### src/hw/pcr_params.svh
// Offsets, field positions, reset values and counts of the power control block
`ifndef PCR_PARAMS_SVH
`define PCR_PARAMS_SVH
// Register indices; byte address is four times the index
`define PCR_PWR_IDX 10'h087
`define PCR_AUX_IDX 10'h088
`define PCR_STS_IDX 10'h089
`define PCR_MSK_IDX 10'h08A
// Power control reset values per cause
`define PCR_PWR_POR 8'h30
`define PCR_PWR_BOR 8'h20
`define PCR_PWR_OTH 8'h00
// Power control fields
`define PCR_B_BAUD 7
`define PCR_B_SEL 6
`define PCR_B_BRN 5
`define PCR_B_PON 4
`define PCR_B_PDN 1
`define PCR_B_SLP 0
`define PCR_AUX_LPM_BIT 4
`define PCR_CFG_RSEL_BIT 6
// Event bits of status and mask
`define PCR_EV_W 3
`define PCR_EV_BROWN 0
`define PCR_EV_PDW 1
`define PCR_EV_IDW 2
// Oscillator start-up and power-on reset hold counts in CPU clocks
`define PCR_CNT_W 11
`define PCR_WARM_XTAL 11'd1024
`define PCR_WARM_RC 11'd256
`define PCR_POR_W 8
`define PCR_POR_HOLD 8'd64
`endif

### src/hw/pcr_pkg.sv
// Types shared by the power control block
`include "pcr_params.svh"
package pcr_pkg;
    typedef enum logic [1:0] {PCR_RUN, PCR_IDLE, PCR_PDOWN, PCR_WARM} pcr_mode_t;

    typedef struct packed {
        logic [7:0] pwr;
        logic analog_off;
        logic rst_sel_done;
        logic rst_sel;
        pcr_mode_t mode;
        logic [`PCR_CNT_W-1:0] cnt;
        logic [`PCR_POR_W-1:0] por_cnt;
        logic [`PCR_EV_W-1:0] sts;
        logic [`PCR_EV_W-1:0] msk;
        logic bor_int_d;
        logic irq;
        logic cpu_rst_n;
        logic osc_en;
        logic cpu_halt;
        logic pready;
        logic pslverr;
        logic [31:0] prdata;
    } pcr_state_t;
endpackage

### src/hw/pcr_sync.sv
// Two-flop synchroniser for a group of levels from other domains
`timescale 1ns/1ps
`default_nettype none
module pcr_sync #(
    parameter int W = 1,
    parameter logic [W-1:0] RST_VAL = '0
) (
    // Clock and reset
    input wire logic sys_clk,
    input wire logic rst_n,
    // Levels
    input wire logic [W-1:0] d,
    output logic [W-1:0] q
);
    typedef struct packed {
        logic [W-1:0] s1;
        logic [W-1:0] s2;
    } pcr_sync_t;

    pcr_sync_t st_r;
    pcr_sync_t st_nxt;

    always_comb begin
        st_nxt.s1 = d;
        st_nxt.s2 = st_r.s1;
    end

    always_ff @(posedge sys_clk or negedge rst_n) begin
        if (!rst_n) begin
            st_r.s1 <= RST_VAL;
            st_r.s2 <= RST_VAL;
        end else begin
            st_r <= st_nxt;
        end
    end

    assign q = st_r.s2;
endmodule // pcr_sync
`default_nettype wire

### src/hw/pcr_top.sv
// Power control register, reset causes and power reduction modes
//
// Contract
// - Memory analog off bit drives the analog shutdown output of the memory.
// - Memory analog off bit clears only on power-on reset.
// - Power control resets to 30H power-on, 20H brownout, 00H other resets.
// - Power control written only as a whole byte lane.
// - Bit 7 drives baud doubling to the serial port.
// - Bit 6 selects meaning of serial control bit 7.
// - Brownout flag set on brownout reset, interrupt and power-on; software clears.
// - Power-on flag set on power-on reset; software clears.
// - Bits 3 and 2 are plain user flags with no effect.
// - Writing bit 1 enters power-down; cleared when power-down ends.
// - Writing bit 0 enters idle; cleared when idle ends.
// - External reset input is active low when enabled.
// - Internal reset is generated on power-up without external signal.
// - Reset select at 0 ignores the external reset input.
// - Watchdog reset comes from its own oscillator domain.
// - Idle ends on enabled interrupt or any reset.
// - Power-down wake restarts oscillator; resume after 1024 or 256 clocks.
`timescale 1ns/1ps
`default_nettype none
`include "pcr_params.svh"
module pcr_top
    import pcr_pkg::*;
#(
    parameter logic [`PCR_POR_W-1:0] POR_HOLD = `PCR_POR_HOLD
) (
    // Clock and power-on reset
    input wire logic sys_clk,
    input wire logic rst_n,
    // APB slave
    input wire logic psel,
    input wire logic penable,
    input wire logic pwrite,
    input wire logic [11:0] paddr,
    input wire logic [31:0] pwdata,
    input wire logic [3:0] pstrb,
    output logic pready,
    output logic [31:0] prdata,
    output logic pslverr,
    // Reset sources and configuration
    input wire logic ext_reset_n,
    input wire logic brownout_reset,
    input wire logic brownout_intr,
    input wire logic watchdog_reset,
    input wire logic [7:0] config_byte_one,
    input wire logic osc_crystal,
    // Wake request from the interrupt controller
    input wire logic wake_irq,
    // Controls to the rest of the chip
    output logic memory_analog_off,
    output logic baud_double,
    output logic serial_bit7_select,
    output logic cpu_rst_n,
    output logic cpu_halt,
    output logic osc_enable,
    output logic irq
);
    // ------------------------------------------------------------
    // Pin synchronisers
    // ------------------------------------------------------------
    logic [3:0] sync_q;
    logic bor_s;
    logic bint_s;
    logic ext_n_s;
    logic wdt_s;

    // Watchdog runs on its own oscillator, so its reset is crossed here
    pcr_sync #(.W(4), .RST_VAL(4'h4)) u_sync (
        .sys_clk(sys_clk),
        .rst_n(rst_n),
        .d({watchdog_reset, ext_reset_n, brownout_intr, brownout_reset}),
        .q(sync_q)
    );

    assign bor_s = sync_q[0];
    assign bint_s = sync_q[1];
    assign ext_n_s = sync_q[2];
    assign wdt_s = sync_q[3];

    // ------------------------------------------------------------
    // Next state
    // ------------------------------------------------------------
    pcr_state_t q_r;
    pcr_state_t q_nxt;

    logic acc_wr;
    logic wr_pwr;
    logic bor_ev;
    logic ext_rst;
    logic soft_rst;
    logic [`PCR_EV_W-1:0] ev;
    logic [`PCR_EV_W-1:0] clr;

    always_comb begin
        q_nxt = q_r;
        ev = '0;
        clr = '0;
        acc_wr = psel && penable && q_r.pready && pwrite && !q_r.pslverr;
        wr_pwr = acc_wr && paddr[11:2] == `PCR_PWR_IDX && pstrb[0];
        bor_ev = bint_s && !q_r.bor_int_d;
        ext_rst = q_r.rst_sel && !ext_n_s;
        soft_rst = bor_s || wdt_s || ext_rst;

        // Configuration is fetched once after power-on and frozen
        if (!q_r.rst_sel_done) begin
            q_nxt.rst_sel_done = 1'b1;
            q_nxt.rst_sel = config_byte_one[`PCR_CFG_RSEL_BIT];
        end

        // APB: data is prepared in setup so the access needs no wait state
        if (psel && !penable) begin
            q_nxt.pready = 1'b1;
            q_nxt.pslverr = 1'b0;
            q_nxt.prdata = 32'h0000_0000;
            unique case (paddr[11:2])
                `PCR_PWR_IDX: q_nxt.prdata[7:0] = q_r.pwr;
                `PCR_AUX_IDX: q_nxt.prdata[`PCR_AUX_LPM_BIT] = q_r.analog_off;
                `PCR_STS_IDX: q_nxt.prdata[`PCR_EV_W-1:0] = q_r.sts;
                `PCR_MSK_IDX: q_nxt.prdata[`PCR_EV_W-1:0] = q_r.msk;
                default: q_nxt.pslverr = 1'b1;
            endcase
        end else if (psel && penable && q_r.pready) begin
            q_nxt.pready = 1'b0;
        end

        if (wr_pwr) begin
            q_nxt.pwr = pwdata[7:0];
        end
        if (acc_wr && paddr[11:2] == `PCR_AUX_IDX && pstrb[0]) begin
            // Only a set is accepted; clearing takes a power-on reset
            q_nxt.analog_off = q_r.analog_off | pwdata[`PCR_AUX_LPM_BIT];
        end
        if (acc_wr && paddr[11:2] == `PCR_STS_IDX && pstrb[0]) begin
            clr = pwdata[`PCR_EV_W-1:0];
        end
        if (acc_wr && paddr[11:2] == `PCR_MSK_IDX && pstrb[0]) begin
            q_nxt.msk = pwdata[`PCR_EV_W-1:0];
        end

        // Brownout interrupt sets the flag; set wins over a software clear
        q_nxt.bor_int_d = bint_s;
        if (bor_ev) begin
            q_nxt.pwr[`PCR_B_BRN] = 1'b1;
            ev[`PCR_EV_BROWN] = 1'b1;
        end

        // ------------------------------------------------------------
        // Power reduction modes
        // ------------------------------------------------------------
        unique case (q_r.mode)
            PCR_RUN: begin
                // Power-down wins when both bits are written together
                if (q_r.pwr[`PCR_B_PDN]) begin
                    q_nxt.mode = PCR_PDOWN;
                end else if (q_r.pwr[`PCR_B_SLP]) begin
                    q_nxt.mode = PCR_IDLE;
                end
            end
            PCR_IDLE: begin
                if (wake_irq) begin
                    q_nxt.mode = PCR_RUN;
                    q_nxt.pwr[`PCR_B_SLP] = 1'b0;
                    ev[`PCR_EV_IDW] = 1'b1;
                end
            end
            PCR_PDOWN: begin
                if (wake_irq) begin
                    q_nxt.mode = PCR_WARM;
                    q_nxt.pwr[`PCR_B_PDN] = 1'b0;
                    q_nxt.cnt = (osc_crystal ? `PCR_WARM_XTAL : `PCR_WARM_RC)
                        - `PCR_CNT_W'(1);
                    ev[`PCR_EV_PDW] = 1'b1;
                end
            end
            PCR_WARM: begin
                if (q_r.cnt == '0) begin
                    q_nxt.mode = PCR_RUN;
                end else begin
                    q_nxt.cnt = q_r.cnt - `PCR_CNT_W'(1);
                end
            end
        endcase

        // ------------------------------------------------------------
        // Reset causes other than power-on
        // ------------------------------------------------------------
        if (q_r.por_cnt != '0) begin
            q_nxt.por_cnt = q_r.por_cnt - `PCR_POR_W'(1);
        end
        if (soft_rst) begin
            // Any reset ends idle and power-down; memory analog bit is kept
            q_nxt.mode = PCR_RUN;
            q_nxt.cnt = '0;
            q_nxt.pwr = bor_s ? `PCR_PWR_BOR : `PCR_PWR_OTH;
        end

        q_nxt.sts = (q_r.sts & ~clr) | ev;
        q_nxt.irq = |(q_nxt.sts & q_nxt.msk);
        q_nxt.cpu_rst_n = !(soft_rst || q_nxt.por_cnt != '0);
        q_nxt.osc_en = q_nxt.mode != PCR_PDOWN;
        q_nxt.cpu_halt = q_nxt.mode != PCR_RUN;
    end

    // ------------------------------------------------------------
    // State register
    // ------------------------------------------------------------
    always_ff @(posedge sys_clk or negedge rst_n) begin
        if (!rst_n) begin
            q_r <= '0;
            q_r.pwr <= `PCR_PWR_POR;
            q_r.por_cnt <= POR_HOLD;
            q_r.osc_en <= 1'b1;
            q_r.cpu_halt <= 1'b1;
        end else begin
            q_r <= q_nxt;
        end
    end

    assign pready = q_r.pready;
    assign prdata = q_r.prdata;
    assign pslverr = q_r.pslverr;
    assign memory_analog_off = q_r.analog_off;
    assign baud_double = q_r.pwr[`PCR_B_BAUD];
    assign serial_bit7_select = q_r.pwr[`PCR_B_SEL];
    assign cpu_rst_n = q_r.cpu_rst_n;
    assign cpu_halt = q_r.cpu_halt;
    assign osc_enable = q_r.osc_en;
    assign irq = q_r.irq;
endmodule // pcr_top
`default_nettype wire

### config.mk
export PLATFORM = sky130hd
export DESIGN_NAME = pcr_top
export DESIGN_NICKNAME = d
export VERILOG_FILES = /design/src/hw/pcr_pkg.sv /design/src/hw/pcr_sync.sv /design/src/hw/pcr_top.sv
export VERILOG_INCLUDE_DIRS = /design/src /design/src/hw
export SDC_FILE = /design/constraint.sdc
export NUM_CORES = 1
export LEC_CHECK = 0
export BUFFER_PORTS_ARGS = -buffer_cell sky130_fd_sc_hd__buf_2
export CAP_MARGIN = 20
export CORE_AREA = 2 2 80 82
export DETAILED_ROUTE_END_ITERATION = 12
export DIE_AREA = 0 0 82 84
export GPL_TIMING_DRIVEN = 1
export HOLD_SLACK_MARGIN = 0.02
export PLACE_DENSITY = 0.8
export SLEW_MARGIN = 20
export SYNTH_ARGS = -nofsm -noshare
export SYNTH_HDL_FRONTEND = slang
export SYNTH_HIERARCHICAL = 1
export SYNTH_SLANG_ARGS = --single-unit
### constraint.sdc
create_clock -name sys_clk -period 3.6 [get_ports sys_clk]
set_input_delay 0.72 -clock sys_clk [delete_from_list [all_inputs] [get_ports sys_clk]]
set_output_delay 0.72 -clock sys_clk [all_outputs]
set_load 0.02 [all_outputs]
* Word-level counts from Yosys, hierarchy flattened *
Index checks and enable logic that the tools add are counted.

cells by class
  add/subtract/negate cells = 3
  equal/unequal tests = 10
  reduce and logical (&&, ||, !) cells = 35
  bitwise gates (word level) = 5
  mux-type cells = 32

operator list
  kind                                                                    count
  10-bit by 8-bit equality test with 1-bit output, second input constant  4
  13-bit 2-to-1 mux                                                       2
  8-bit 2-to-1 mux                                                        3
  11-bit 2-to-1 mux                                                       2
  11-bit one-hot mux with 2 select lines                                  1
  11-bit by 1-bit subtractor with 11-bit output, second input constant    2
  8-bit nonzero test                                                      2
  1-bit logical AND                                                       15
  1-bit 2-to-1 mux                                                        13
  11-bit logical NOT                                                      1
  3-bit 2-to-1 mux                                                        3
  3-bit one-hot mux with 3 select lines                                   1
  2-bit 2-to-1 mux                                                        4
  2-bit one-hot mux with 4 select lines                                   1
  8-bit by 1-bit subtractor with 8-bit output, second input constant      1
  3-bit AND                                                               2
  6-bit 2-to-1 mux                                                        1
  3-bit inequality test, second input constant                            2
  2-bit nonzero test                                                      3
  3-bit nonzero test                                                      2
  1-bit logical NOT                                                       5
  2-bit equality test, second input constant                              2
  4-bit OR reduction                                                      1
  1-bit logical OR                                                        3
  other kinds (9)                                                         9

storage, ports and cells
  register bits = 61
  input bits = 67
  output and inout bits = 41

* Logic depth before layout (Yosys ltp) *
Gate-level depths: netlist of run 1.

  depth after elaboration = 12
  gate-level depth with buffers = 9
  gate-level depth less buffers = 7

* Modules after synthesis *
The synthesis of run 1 kept the hierarchy.

by module, submodules not included
  module    seq. area each (um^2)  times used  cells an instance  area each (um^2)
  pcr_top   1332.5                 1           313                2975.4
  pcr_sync  202.7                  1           8                  202.7

* Worst setup path after synthesis of run 1 *
Ideal clock, no wire load.

  kind = input-to-reg
  from = input paddr[11]
  to = register q_r (netlist bit irq)
  library setup time = 0.126 ns
  cell stages on the path = 5
  arrival = 2.481 ns
  buffers on the path = 1
  path slack = 0.993 ns
  required time = 3.474 ns
  cells stage by stage = or4_1 -> buf_2 -> nor4_2 -> mux2_2 -> a221o_1

RTL lines
  what                    line            RTL
  start: declaration      pcr_top.sv:36   input wire logic [11:0] paddr,
  end signal: assignment  pcr_top.sv:217  q_r <= q_nxt;
  end: declaration        pcr_top.sv:85   pcr_state_t q_r;

* Worst setup path in the final report of run 1 *
  from = register q_r[53] in the netlist's numbering
  to = register q_r[56] in the netlist's numbering

on the way
  longest elaborated chain between the ends = 4
  elaborated cells on any way between the ends = 7
  classes of those cells = add/sub: 1; eq/ne: 1; mux: 3; reduce/logical: 2

ends and longest elaborated chain
  what                                           line            RTL
  11-bit by 1-bit subtractor with 11-bit output  pcr_top.sv:181  q_nxt.cnt = q_r.cnt - `PCR_CNT_W'(1);
  11-bit 2-to-1 mux                              pcr_top.sv:178  if (q_r.cnt == '0) begin
  11-bit one-hot mux with 2 select lines         pcr_top.sv:152  unique case (q_r.mode)
  13-bit 2-to-1 mux                              pcr_top.sv:192  if (soft_rst) begin

Several ways; a longest one is shown, not always the timed one. The select of a mux whose other input is x is not followed.
A chain may end at the register's enable or synchronous reset.

==> results of run 1 <==
## worst max-delay path, delay by kind of cell, from the launching register on
| family | cells | cell delay, ns |
|---|---|---|
| and+or+nand+nor | 2 | 1.18 |
| adders and majority gates | 1 | 0.23 |
| buffers and inverters | 1 | 0.11 |
| AOI/OAI and AO/OA | 3 | 0.71 |
| DFF | 1 | 0.41 |
## per-layer routing
| metal | GRT usage, % | vias to the layer above | share of wire, % |
|---|---|---|---|
| met5 | 0 | - | 0 |
| met2 | 29.79 | 67 | 49 |
| met3 | 5.411 | 17 | 5.5 |
| li1 | - | 1144 | - |
| met1 | 24.04 | 1113 | 43 |
| met4 | 9.545 | 0 | 2.7 |
## power breakdown
part           switching, mW  internal, mW  total [mW]
Combinational         0.0670        0.0247      0.0917
Clock                  0.257         0.284       0.540
Sequential           0.00571         0.699       0.705
## cells in the final DEF (no fill, tap or decap), types with 4 or more instances in the layout
cell and instances:
conb_1 25, a211oi_1 4, xnor2_1 5, mux2_2 7, a31oi_1 5, dfrtp_1 54
dfstp_2 7, nand3_1 5, a21o_1 4, nor3_1 6, nor2_1 25, mux2i_1 6
inv_1 11, clkbuf_8 11, nor4_1 6, nand2_1 38, a21oi_1 15, buf_2 47
nor2b_1 4, o21ai_0 14
## logic make-up after synthesis
logic type      count (synthesis)  synth area share [%]
xor+xnor                        7                 1.929
other cells                     2                0.2363
fa+ha+maj                       3                 1.181
compound gates                 62                 13.31
buf+inv                        57                 10.67
flops                          61                 48.31
simple gates                  116                 20.00
mux                            13                 4.370
## per-stage QoR
step           hold WS [ns]  setup slack (ns)  total power, mW  util [%]  std cells
2_1_floorplan        0.3312            0.9925           0.7878         -        344
3_3_place_gp         0.3364            0.6794           0.8070     54.35        424
3_5_place_dp         0.3379            0.6688           0.8095     54.35        424
4_1_cts              0.2997            0.8896            1.349     57.27        440
5_1_grt              0.3173            0.6045            1.391     57.27        440
6_report             0.2901            0.8591            1.337     57.27        440
## layout make-up
type | instances | share of cell area [%]
clock buffers | 12 | 4.444
clock inverters | 4 | 0.6452
inverters | 11 | 1.183
multi-input cells | 226 | 39.82
flip-flops and latches | 61 | 43.98
well taps | 77 | 2.760
repair buffers | 49 | 7.168
## worst paths after layout
check / from / end / slack [ns] / cells after the start
min in group sys_clk: u_sync/st_nxt[1] / u_sync/q[1] / 0.35 / 0
worst max register to register: q_r[53] / q_r[56] / 0.86 / 7
worst max-delay path: q_r[53] / q_r[56] / 0.86 / 7
worst min register to register: u_sync/st_nxt[1] / u_sync/q[1] / 0.35 / 0
max in group asynchronous: rst_n / osc_enable / 2.40 / 2
worst min-delay path: rst_n / prdata[3] / 0.29 / 1
## flip-flops by register name, indices dropped and copies added (netlist names)
name,count
u_sync/st_nxt,4
q_r,36
pslverr,1
u_sync/q,4
cpu_rst_n,1
pready,1
cpu_halt,1
serial_bit7_select,1
irq,1
prdata,8
baud_double,1
memory_analog_off,1
osc_enable,1
==> flow_summary.toml, run 1 <==
[drt]
ant_nets = 0
drc_errors = 0
wl_per_cell_um = 13.88
wirelength_mm = 6.105
drtIter0Drc = 63
drt_pre_antenna_iters = 4
via_per_inst = 5.320
vias = 2341

[clock_network]
post_cts_buffers = 0
h-tree-depth = 3
clockBufferDepth = 2
clk_pin_slew_ns = 0.07
cts_inserted_buffers = 9
insertion_delay_ns = 0.34
ctsHoldBuffers = 0
cts.sinks = 61
cts_tree = "yes"
cts_resized = 0
cts_root_buf = "clkbuf_8"

[grt]
grt_antenna_before_repair = 0
grt_max_degree = 45
grt_pass1_vias = 2223
grt_use_total_pct = 19.14
grt_pass1_wl_mm = 10.08
grt-ovfl-total = 0

[placed_design]
port_buffers = 47
placed_area_um2 = 3313
place_congestion = 0.8284
hpwlAfterDp_mm = 4.356

[floorplan]
die_w_um = 82
coreArea_um2 = 6096
chipHeight_um = 84
start_util_pct = 52.13
rows = 29
design.die.area_um2 = 6888
boundaryPins = 108

[layout]
drive_gt1_share_pct = 24.79
area_delta_synth_final_pct = 9.843
antennaDiodeCount = 0
final_area_um2 = 3491
nets = 428
regArea_um2 = 1535
final.fill_count = 528
multi_input_area_um2 = 1390

[setup_path]
critPathCaptureType = "register"
cp.required_ns = 3.83
crit_type = "reg -> reg"
path_cells = "inv_1, ha_1, or4b_1, nor4_1, a211o_1, a31oi_1, a21o_2"
slowest_delay_ns = 0.60
slowest_stage = "nor4_1"
path_max_fanout = 10
cp_data_arrival_time_ns = 2.97
cp-start-kind = "register"

[sta]
finClkSkew_ns = 0.01091
rsz0062_at_grt = "no"
finalMaxSlewViolations = 0
min_period_ns = 2.741
worst_pin_slew_ns = 0.7052
min_period_over_period_pct = 76.13
hold_viol_final = 0
fmax_mhz = 364.8
timing.slew.headroom_pct = 52.99
setup_violations = 0
finalSetupTns_ns = 0

[power_and_ir_drop]
irDropWorstVdd_uv = 232.6
powerDensity_nw_per_um2 = 383.0
p_leak_nw = 1.705

[synthesis]
syn_inst = 321
yosys_warnings = 6
ys_ff_latch = 61
synth_enable_flop_cells = 0
netlist_area_um2 = 3178
synth_area_per_cell_um2 = 9.900
yosysSeqAreaShare_pct = 48.31
synth.most_common_cell = "dfrtp_1"
ys_top_cells_by_area = "dfrtp_1 (43%), buf_4 (7.6%), dfstp_2 (5.8%), nand2_1 (4.5%), nor2_1 (3.0%)"
ys_types = 58
async_reset_ff_share_pct = 100.0
synth_top_area_share_pct = 42.52
synth.largest_area_cell = "dfrtp_1"
synth_commonest_cells = "dfrtp_1 (54), nand2_1 (38), buf_4 (32), nor2_1 (25), a21oi_1 (15)"
synth_ff_type = "dfrtp_1"

[outcome]
status = "completed"

[run]
drv_cap = 0

[hold_path]
hold_path_class = "in -> async"
No activity file was read; power rests on OpenSTA's default activity.
==> run 2, diff against run 1 <==
--- a/config.mk
+++ b/config.mk
@@ -6,14 +6,15 @@
 export SDC_FILE = /design/constraint.sdc
 export NUM_CORES = 1
 export LEC_CHECK = 0
+export ABC_AREA = 1
 export BUFFER_PORTS_ARGS = -buffer_cell sky130_fd_sc_hd__buf_2
 export CAP_MARGIN = 20
-export CORE_AREA = 2 2 80 82
+export CORE_AREA = 2 2 87 89
 export DETAILED_ROUTE_END_ITERATION = 12
-export DIE_AREA = 0 0 82 84
+export DIE_AREA = 0 0 89 91
 export GPL_TIMING_DRIVEN = 1
 export HOLD_SLACK_MARGIN = 0.02
-export PLACE_DENSITY = 0.8
+export PLACE_DENSITY = 0.72
 export SLEW_MARGIN = 20
 export SYNTH_ARGS = -nofsm -noshare
 export SYNTH_HDL_FRONTEND = slang
==> constraint.sdc (replaced) <==
create_clock -name sys_clk -period 2.35 [get_ports sys_clk]
set_input_delay 0.47 -clock sys_clk [delete_from_list [all_inputs] [get_ports sys_clk]]
set_output_delay 0.47 -clock sys_clk [all_outputs]
set_load 0.02 [all_outputs]
==> run 2 against run 1 <==
  * Hold slack lost 0.064 ns
  * Maximum frequency grew 54%
  * Non-clock buffer count is the same
  * Utilization shrank 6.0 points
  * First-iteration DRC count grew 130%
  * Sequential power grew 55%
  * Clock power grew 78%
  * Die area grew 18%
  * Combinational power grew 140%
  * Clock skew shrank 0.0036 ns
  * Highest routed layer unchanged
==> flow_summary.toml, run 2 <==
[hold_path]
worstHoldStart = "ext_reset_n"
hold_path_class = "in -> reg"
min_path_cells = 1
whs_endpoint = "u_sync/st_nxt[2]"

[drt]
wl_per_cell_um = 11.25
drc_errors = 0
wirelength_mm = 6.077
vias = 2518
ant_nets = 0
via_per_inst = 4.663
drt_pre_antenna_iters = 4
drtIter0Drc = 144

[power_and_ir_drop]
p_sw_share_pct = 25.70
p_switching_mw = 0.5827
comb_power_share_pct = 9.6
cell_internal_pwr_mw = 1.684
p_clk_share_pct = 42.4
p_seq_share_pct = 48.0
p_total_mw = 2.267
irDropWorstVdd_uv = 402.8
powerDensity_nw_per_um2 = 619.7
p_leak_nw = 1.945

[clock_network]
clk_pin_slew_ns = 0.07
cts_resized = 0
cts_tree = "yes"
cts_root_buf = "clkbuf_8"
insertion_delay_ns = 0.34
ctsHoldBuffers = 0
cts_inserted_buffers = 9
post_cts_buffers = 0
clockBufferDepth = 2
h-tree-depth = 3
cts.sinks = 61

[sta]
finClkSkew_ns = 0.007294
rsz0062_at_grt = "no"
fmax_mhz = 563.5
min_period_over_period_pct = 75.51
worst_pin_slew_ns = 0.7412
hold_viol_final = 0
timing.slew.headroom_pct = 50.59
finalMaxSlewViolations = 0
whs_ns = 0.2259
setup_violations = 0
min_period_ns = 1.774
finalSetupTns_ns = 0

[placed_design]
hpwlAfterDp_mm = 4.462
port_buffers = 47
place_congestion = 0.8386
dp_cells = 524

[synthesis]
synth_ff_type = "dfrtp_1"
syn_inst = 386
ys_top_cells_by_area = "dfrtp_1 (42%), nand2_1 (11%), buf_4 (7.4%), dfstp_2 (5.7%), inv_1 (5.0%)"
async_reset_ff_share_pct = 100.0
ys_types = 35
synth_enable_flop_cells = 0
synth_area_per_cell_um2 = 8.402
synth.most_common_cell = "nand2_1"
synth_commonest_cells = "nand2_1 (94), dfrtp_1 (54), inv_1 (43), nor2_1 (34), buf_4 (32)"
synth.largest_area_cell = "dfrtp_1"
yosys_warnings = 6
netlist_area_um2 = 3243
ys_ff_latch = 61
synth_top_area_share_pct = 41.67
yosysSeqAreaShare_pct = 47.34

[grt]
grt_pass1_wl_mm = 10.23
grt_use_total_pct = 15.82
grt_pass1_vias = 2396
grt-ovfl-total = 0
grt_antenna_before_repair = 0
grt_max_degree = 62

[run]
drv_cap = 0

[layout]
antennaDiodeCount = 0
nets = 506
final_cell_mix = "nand2_1 (94), dfrtp_1 (54), buf_2 (47), inv_1 (43), nor2_1 (34)"
final.fill_count = 707
top_register = "q_r"
drive_gt1_share_pct = 24.49
area_delta_synth_final_pct = 12.81
finalNonFillerCells = 540
final_common_cell = "nand2_1"
largest_register_ffs = 36

[setup_path]
rr_startpoint = "q_r[53]"
reg2regPathDepth = 9
r2r-end = "q_r[57]"
critPathCaptureType = "register"
ff2ff_setup_slack_ns = 0.58
path_max_fanout = 14
cp_data_arrival_time_ns = 2.00
cp.required_ns = 2.57
startpoint = "q_r[53]"
cp-start-kind = "register"
crit_type = "reg -> reg"

[floorplan]
start_util_pct = 45.44
die_w_um = 89
coreArea_um2 = 7137
rows = 31
boundaryPins = 108
design.die.area_um2 = 8099
chipHeight_um = 91

[outcome]
status = "completed"
==> run 2: how the worst max path moves through the flow <==
| stage | to | slack, ns | cells after the start |
|---|---|---|---|
| floorplan | q_r[62] | 0.82 | 10 |
| global placement | q_r[58] | 0.63 | 9 |
| detailed placement | q_r[60] | 0.57 | 9 |
| CTS | q_r[54] | 0.55 | 9 |
| global route | q_r[57] | 0.39 | 9 |
| finish | q_r[57] | 0.58 | 9 |
==> run 2: power groups by stage <==
| stage | Clock [mW] | Sequential (mW) | Combinational, mW |
|---|---|---|---|
| 2_1_floorplan | 0 | 1.11 | 0.176 |
| 4_1_cts | 0.984 | 1.09 | 0.221 |
| 3_3_place_gp | 0 | 1.11 | 0.215 |
| 3_5_place_dp | 0 | 1.11 | 0.220 |
| 6_report | 0.962 | 1.09 | 0.218 |
| 5_1_grt | 1.03 | 1.09 | 0.247 |
==> run 2: per-layer routing <==
layer | routed length, µm | vias to the layer above | global-route usage, %
li1 | - | 1275 | -
met1 | 2854 | 1143 | 21.52
met2 | 2773 | 86 | 25.25
met3 | 323 | 14 | 1.818
met4 | 125 | 0 | 6.965
met5 | 0 | - | 0
==> run 2: stage by stage <==
stage	util, %	cell area, µm²	setup slack, ns
global placement	48.32	3448	0.6271
detailed placement	48.32	3448	0.5710
global route	51.26	3659	0.3877
finish	51.26	3659	0.5755
floorplan	-	3329	0.8223
CTS	51.26	3659	0.5485
==> run 2: cell families (layout without fill, tap and decap cells) <==
| family | Yosys count | in the layout | share of synthesized area (%) |
|---|---|---|---|
| XOR/XNOR | 2 | 2 | 0.5402 |
| flip-flops | 61 | 61 | 47.34 |
| AND/OR/NAND/NOR | 191 | 191 | 27.32 |
| adder cells (fa/ha/maj) | 3 | 3 | 1.158 |
| other | 2 | 25 | 0.2316 |
| buffers and inverters | 84 | 116 | 13.77 |
| AO/OA/AOI/OAI | 43 | 43 | 9.646 |
==> run 2: area by class of cell <==
class | count | area (µm²) | area share (%)
Tap cell | 99 | 123.9 | 3.386
Clock buffer | 11 | 151.4 | 4.138
Clock inverter | 5 | 58.81 | 1.607
Multi-Input combinational cell | 264 | 1348 | 36.83
Sequential cell | 61 | 1535 | 41.96
Timing Repair Buffer | 49 | 250.2 | 6.840
Inverter | 51 | 191.4 | 5.233
==> run 2: critical path, cell delays in order (launching register included) <==
cell and delay, ns:
dfrtp_1 0.36, inv_1 0.13, ha_1 0.23, nand3_2 0.15, nor2_4 0.18, nand3_4 0.11, nand2_4 0.09, nand2_4 0.14
nand2_4 0.19, o22ai_2 0.08
==> run 3, diff against run 2 <==
--- a/config.mk
+++ b/config.mk
@@ -6,15 +6,15 @@
 export SDC_FILE = /design/constraint.sdc
 export NUM_CORES = 1
 export LEC_CHECK = 0
-export ABC_AREA = 1
+export ABC_AREA = 0
 export BUFFER_PORTS_ARGS = -buffer_cell sky130_fd_sc_hd__buf_2
 export CAP_MARGIN = 20
-export CORE_AREA = 2 2 87 89
+export CORE_AREA = 2 2 83 85
 export DETAILED_ROUTE_END_ITERATION = 12
-export DIE_AREA = 0 0 89 91
+export DIE_AREA = 0 0 85 87
 export GPL_TIMING_DRIVEN = 1
 export HOLD_SLACK_MARGIN = 0.02
-export PLACE_DENSITY = 0.72
+export PLACE_DENSITY = 0.74
 export SLEW_MARGIN = 20
 export SYNTH_ARGS = -nofsm -noshare
 export SYNTH_HDL_FRONTEND = slang
==> constraint.sdc (replaced) <==
create_clock -name sys_clk -period 1.7 [get_ports sys_clk]
set_input_delay 0.34 -clock sys_clk [delete_from_list [all_inputs] [get_ports sys_clk]]
set_output_delay 0.34 -clock sys_clk [all_outputs]
set_load 0.02 [all_outputs]
==> run 3 against run 2 <==
  * The flow now finishes with violations (setup timing)
  * Design area increased by 16%
  * Maximum frequency decreased by 20%
  * Worst setup slack got worse by 1.1 ns
  * Critical path depth decreased by 2
  * Clock skew increased by 0.0025 ns
  * Via count increased by 4.2%
  * Critical endpoint is now q_r[58]
  * Largest power group unchanged
==> flow_summary.toml, run 3 (synthesis gave the netlist of run 1 again) <==
[floorplan]
design.die.area_um2 = 7395
start_util_pct = 48.38
rows = 30
die_w_um = 85
chipHeight_um = 87
boundaryPins = 108
coreArea_um2 = 6569

[setup_path]
cp_data_arrival_time_ns = 2.48
slowest_stage = "or4_4"
reg2regPathDepth = 7
r2r-end = "q_r[58]"
path_max_fanout = 4
cp.required_ns = 1.96
crit_type = "reg -> reg"
ff2ff_setup_slack_ns = -0.52
path_cells = "inv_2, ha_4, or4b_4, or4_4, a211o_1, o21ai_1, o2bb2ai_1"
slowest_delay_ns = 0.54
cp-start-kind = "register"
critPathCaptureType = "register"
rr_startpoint = "q_r[53]"

[clock_network]
clockBufferDepth = 2
insertion_delay_ns = 0.34
cts_root_buf = "clkbuf_8"
h-tree-depth = 3
clk_pin_slew_ns = 0.08
cts_inserted_buffers = 9
cts.sinks = 61
cts_tree = "yes"

[hold_path]
hold_path_class = "in -> reg"
worstHoldStart = "ext_reset_n"
min_path_cells = 1
whs_endpoint = "u_sync/st_nxt[2]"

[layout]
final_area_um2 = 4252
final_cell_mix = "buf_4 (54), dfrtp_1 (53), buf_2 (46), nand2_1 (36), conb_1 (25)"
final_common_cell = "buf_4"
largest_register_ffs = 36
antennaDiodeCount = 0
drive_gt1_share_pct = 43.40
area_delta_synth_final_pct = 33.78
top_register = "q_r"
finalNonFillerCells = 504
nets = 489

[sta]
rsz0062_at_grt = "yes"
timing.slew.headroom_pct = 66.09
finClkSkew_ns = 0.009824
setup_violations = 21
finalMaxSlewViolations = 0
setup_slack_ns = -0.5160
finalSetupTns_ns = -7.145
hold_viol_final = 0
min_period_ns = 2.216
worst_pin_slew_ns = 0.5086
min_period_over_period_pct = 130.4
whs_ns = 0.1011
fmax_mhz = 451.3

[grt]
grt_pass1_vias = 2617
grt-ovfl-total = 0
grt_use_total_pct = 20.15
grt_max_degree = 25
grt_antenna_before_repair = 0
grt_pass1_wl_mm = 11.82

[placed_design]
place_congestion = 0.8300
dp_cells = 483
port_buffers = 47
placed_area_um2 = 3867
hpwlAfterDp_mm = 5.272

[power_and_ir_drop]
comb_power_share_pct = 8.0
powerDensity_nw_per_um2 = 720.9
p_seq_share_pct = 48.7
irDropWorstVdd_uv = 656.9
p_total_mw = 3.065
p_switching_mw = 0.8001
p_clk_share_pct = 43.3
p_sw_share_pct = 26.10
cell_internal_pwr_mw = 2.265
p_leak_nw = 2.103

[drt]
dr.max_layer_used = "met4"
wl_met3_um = 294
wl_per_cell_um = 14.62
vias = 2625
met2_length_mm = 3.860
wl_met1_mm = 3.173
drc_errors = 0
via_per_inst = 5.208
ant_nets = 0
drtIter0Drc = 82
wirelength_mm = 7.368
drt_pre_antenna_iters = 4

[run]
drv_cap = 0

[outcome]
violations = "setup timing"
status = "complete, but fails checks"
run 3: cell types whose count changed in the layout (fill, tap and decap cells not counted), moves of 8 or more:
cell / before / now
o22ai_2: 8 / 0
nor2_1: 34 / 23
o21ai_1: 0 / 9
nand4_1: 9 / 1
nand3_1: 31 / 5
inv_1: 43 / 8
o21ai_0: 12 / 4
buf_4: 2 / 54
nand2_1: 94 / 36
run 3: how the worst max path moves through the flow:
stage	startpoint	endpoint	slack, ns	cells after the start
2_1_floorplan	q_r[53]	q_r[58]	-0.57	8
3_3_place_gp	paddr[2]	irq	-0.50	5
3_5_place_dp	q_r[54]	q_r[61]	-0.55	7
4_1_cts	q_r[53]	q_r[58]	-0.55	7
5_1_grt	q_r[53]	q_r[58]	-0.62	7
6_report	q_r[53]	q_r[58]	-0.52	7
run 3: cell type report:
cell class,count,area (µm²)
clock buffers,9,123.9
clock inverters,7,80.08
flip-flops and latches,61,1536
fillers,510,2317
repair buffers,110,764.5
multi-input cells,226,1605
inverters,11,41.29
well taps,80,100.1
run 3: per-stage QoR:
stage / utilization (%) / setup slack [ns]
2_1_floorplan: - / -0.5722
3_3_place_gp: 58.88 / -0.4991
3_5_place_dp: 58.88 / -0.5532
4_1_cts: 63.41 / -0.5469
5_1_grt: 64.72 / -0.6171
6_report: 64.72 / -0.5160
run 3: critical path, delay by kind of cell (launching register included):
family          cells  cell delay [ns]
buf+inv             1             0.09
fa+ha+maj           1             0.12
flops               1             0.40
compound gates      3             0.52
simple gates        2             1.01
run 3: routing by layer:
metal | vias to the layer above | GRT usage (%)
met1 | 1279 | 23.52
met5 | - | 0
met3 | 5 | 4.929
met2 | 66 | 36.43
met4 | 0 | 6.494
li1 | 1275 | -
run 3: power by group through the flow:
stage          clock network [mW]  registers (mW)  logic (mW)
2_1_floorplan                   0            1.52       0.153
5_1_grt                      1.43            1.49       0.270
6_report                     1.33            1.49       0.246
4_1_cts                      1.37            1.49       0.242
3_3_place_gp                    0            1.52       0.232
3_5_place_dp                    0            1.52       0.237
run 3: timing repair:
item,CTS,global route
hold buffers,1,0
endpoints found under the setup margin,22,31
pin swaps,19,12
setup buffers,8,3
endpoints found under the hold margin,15,0
resized for setup,18,21
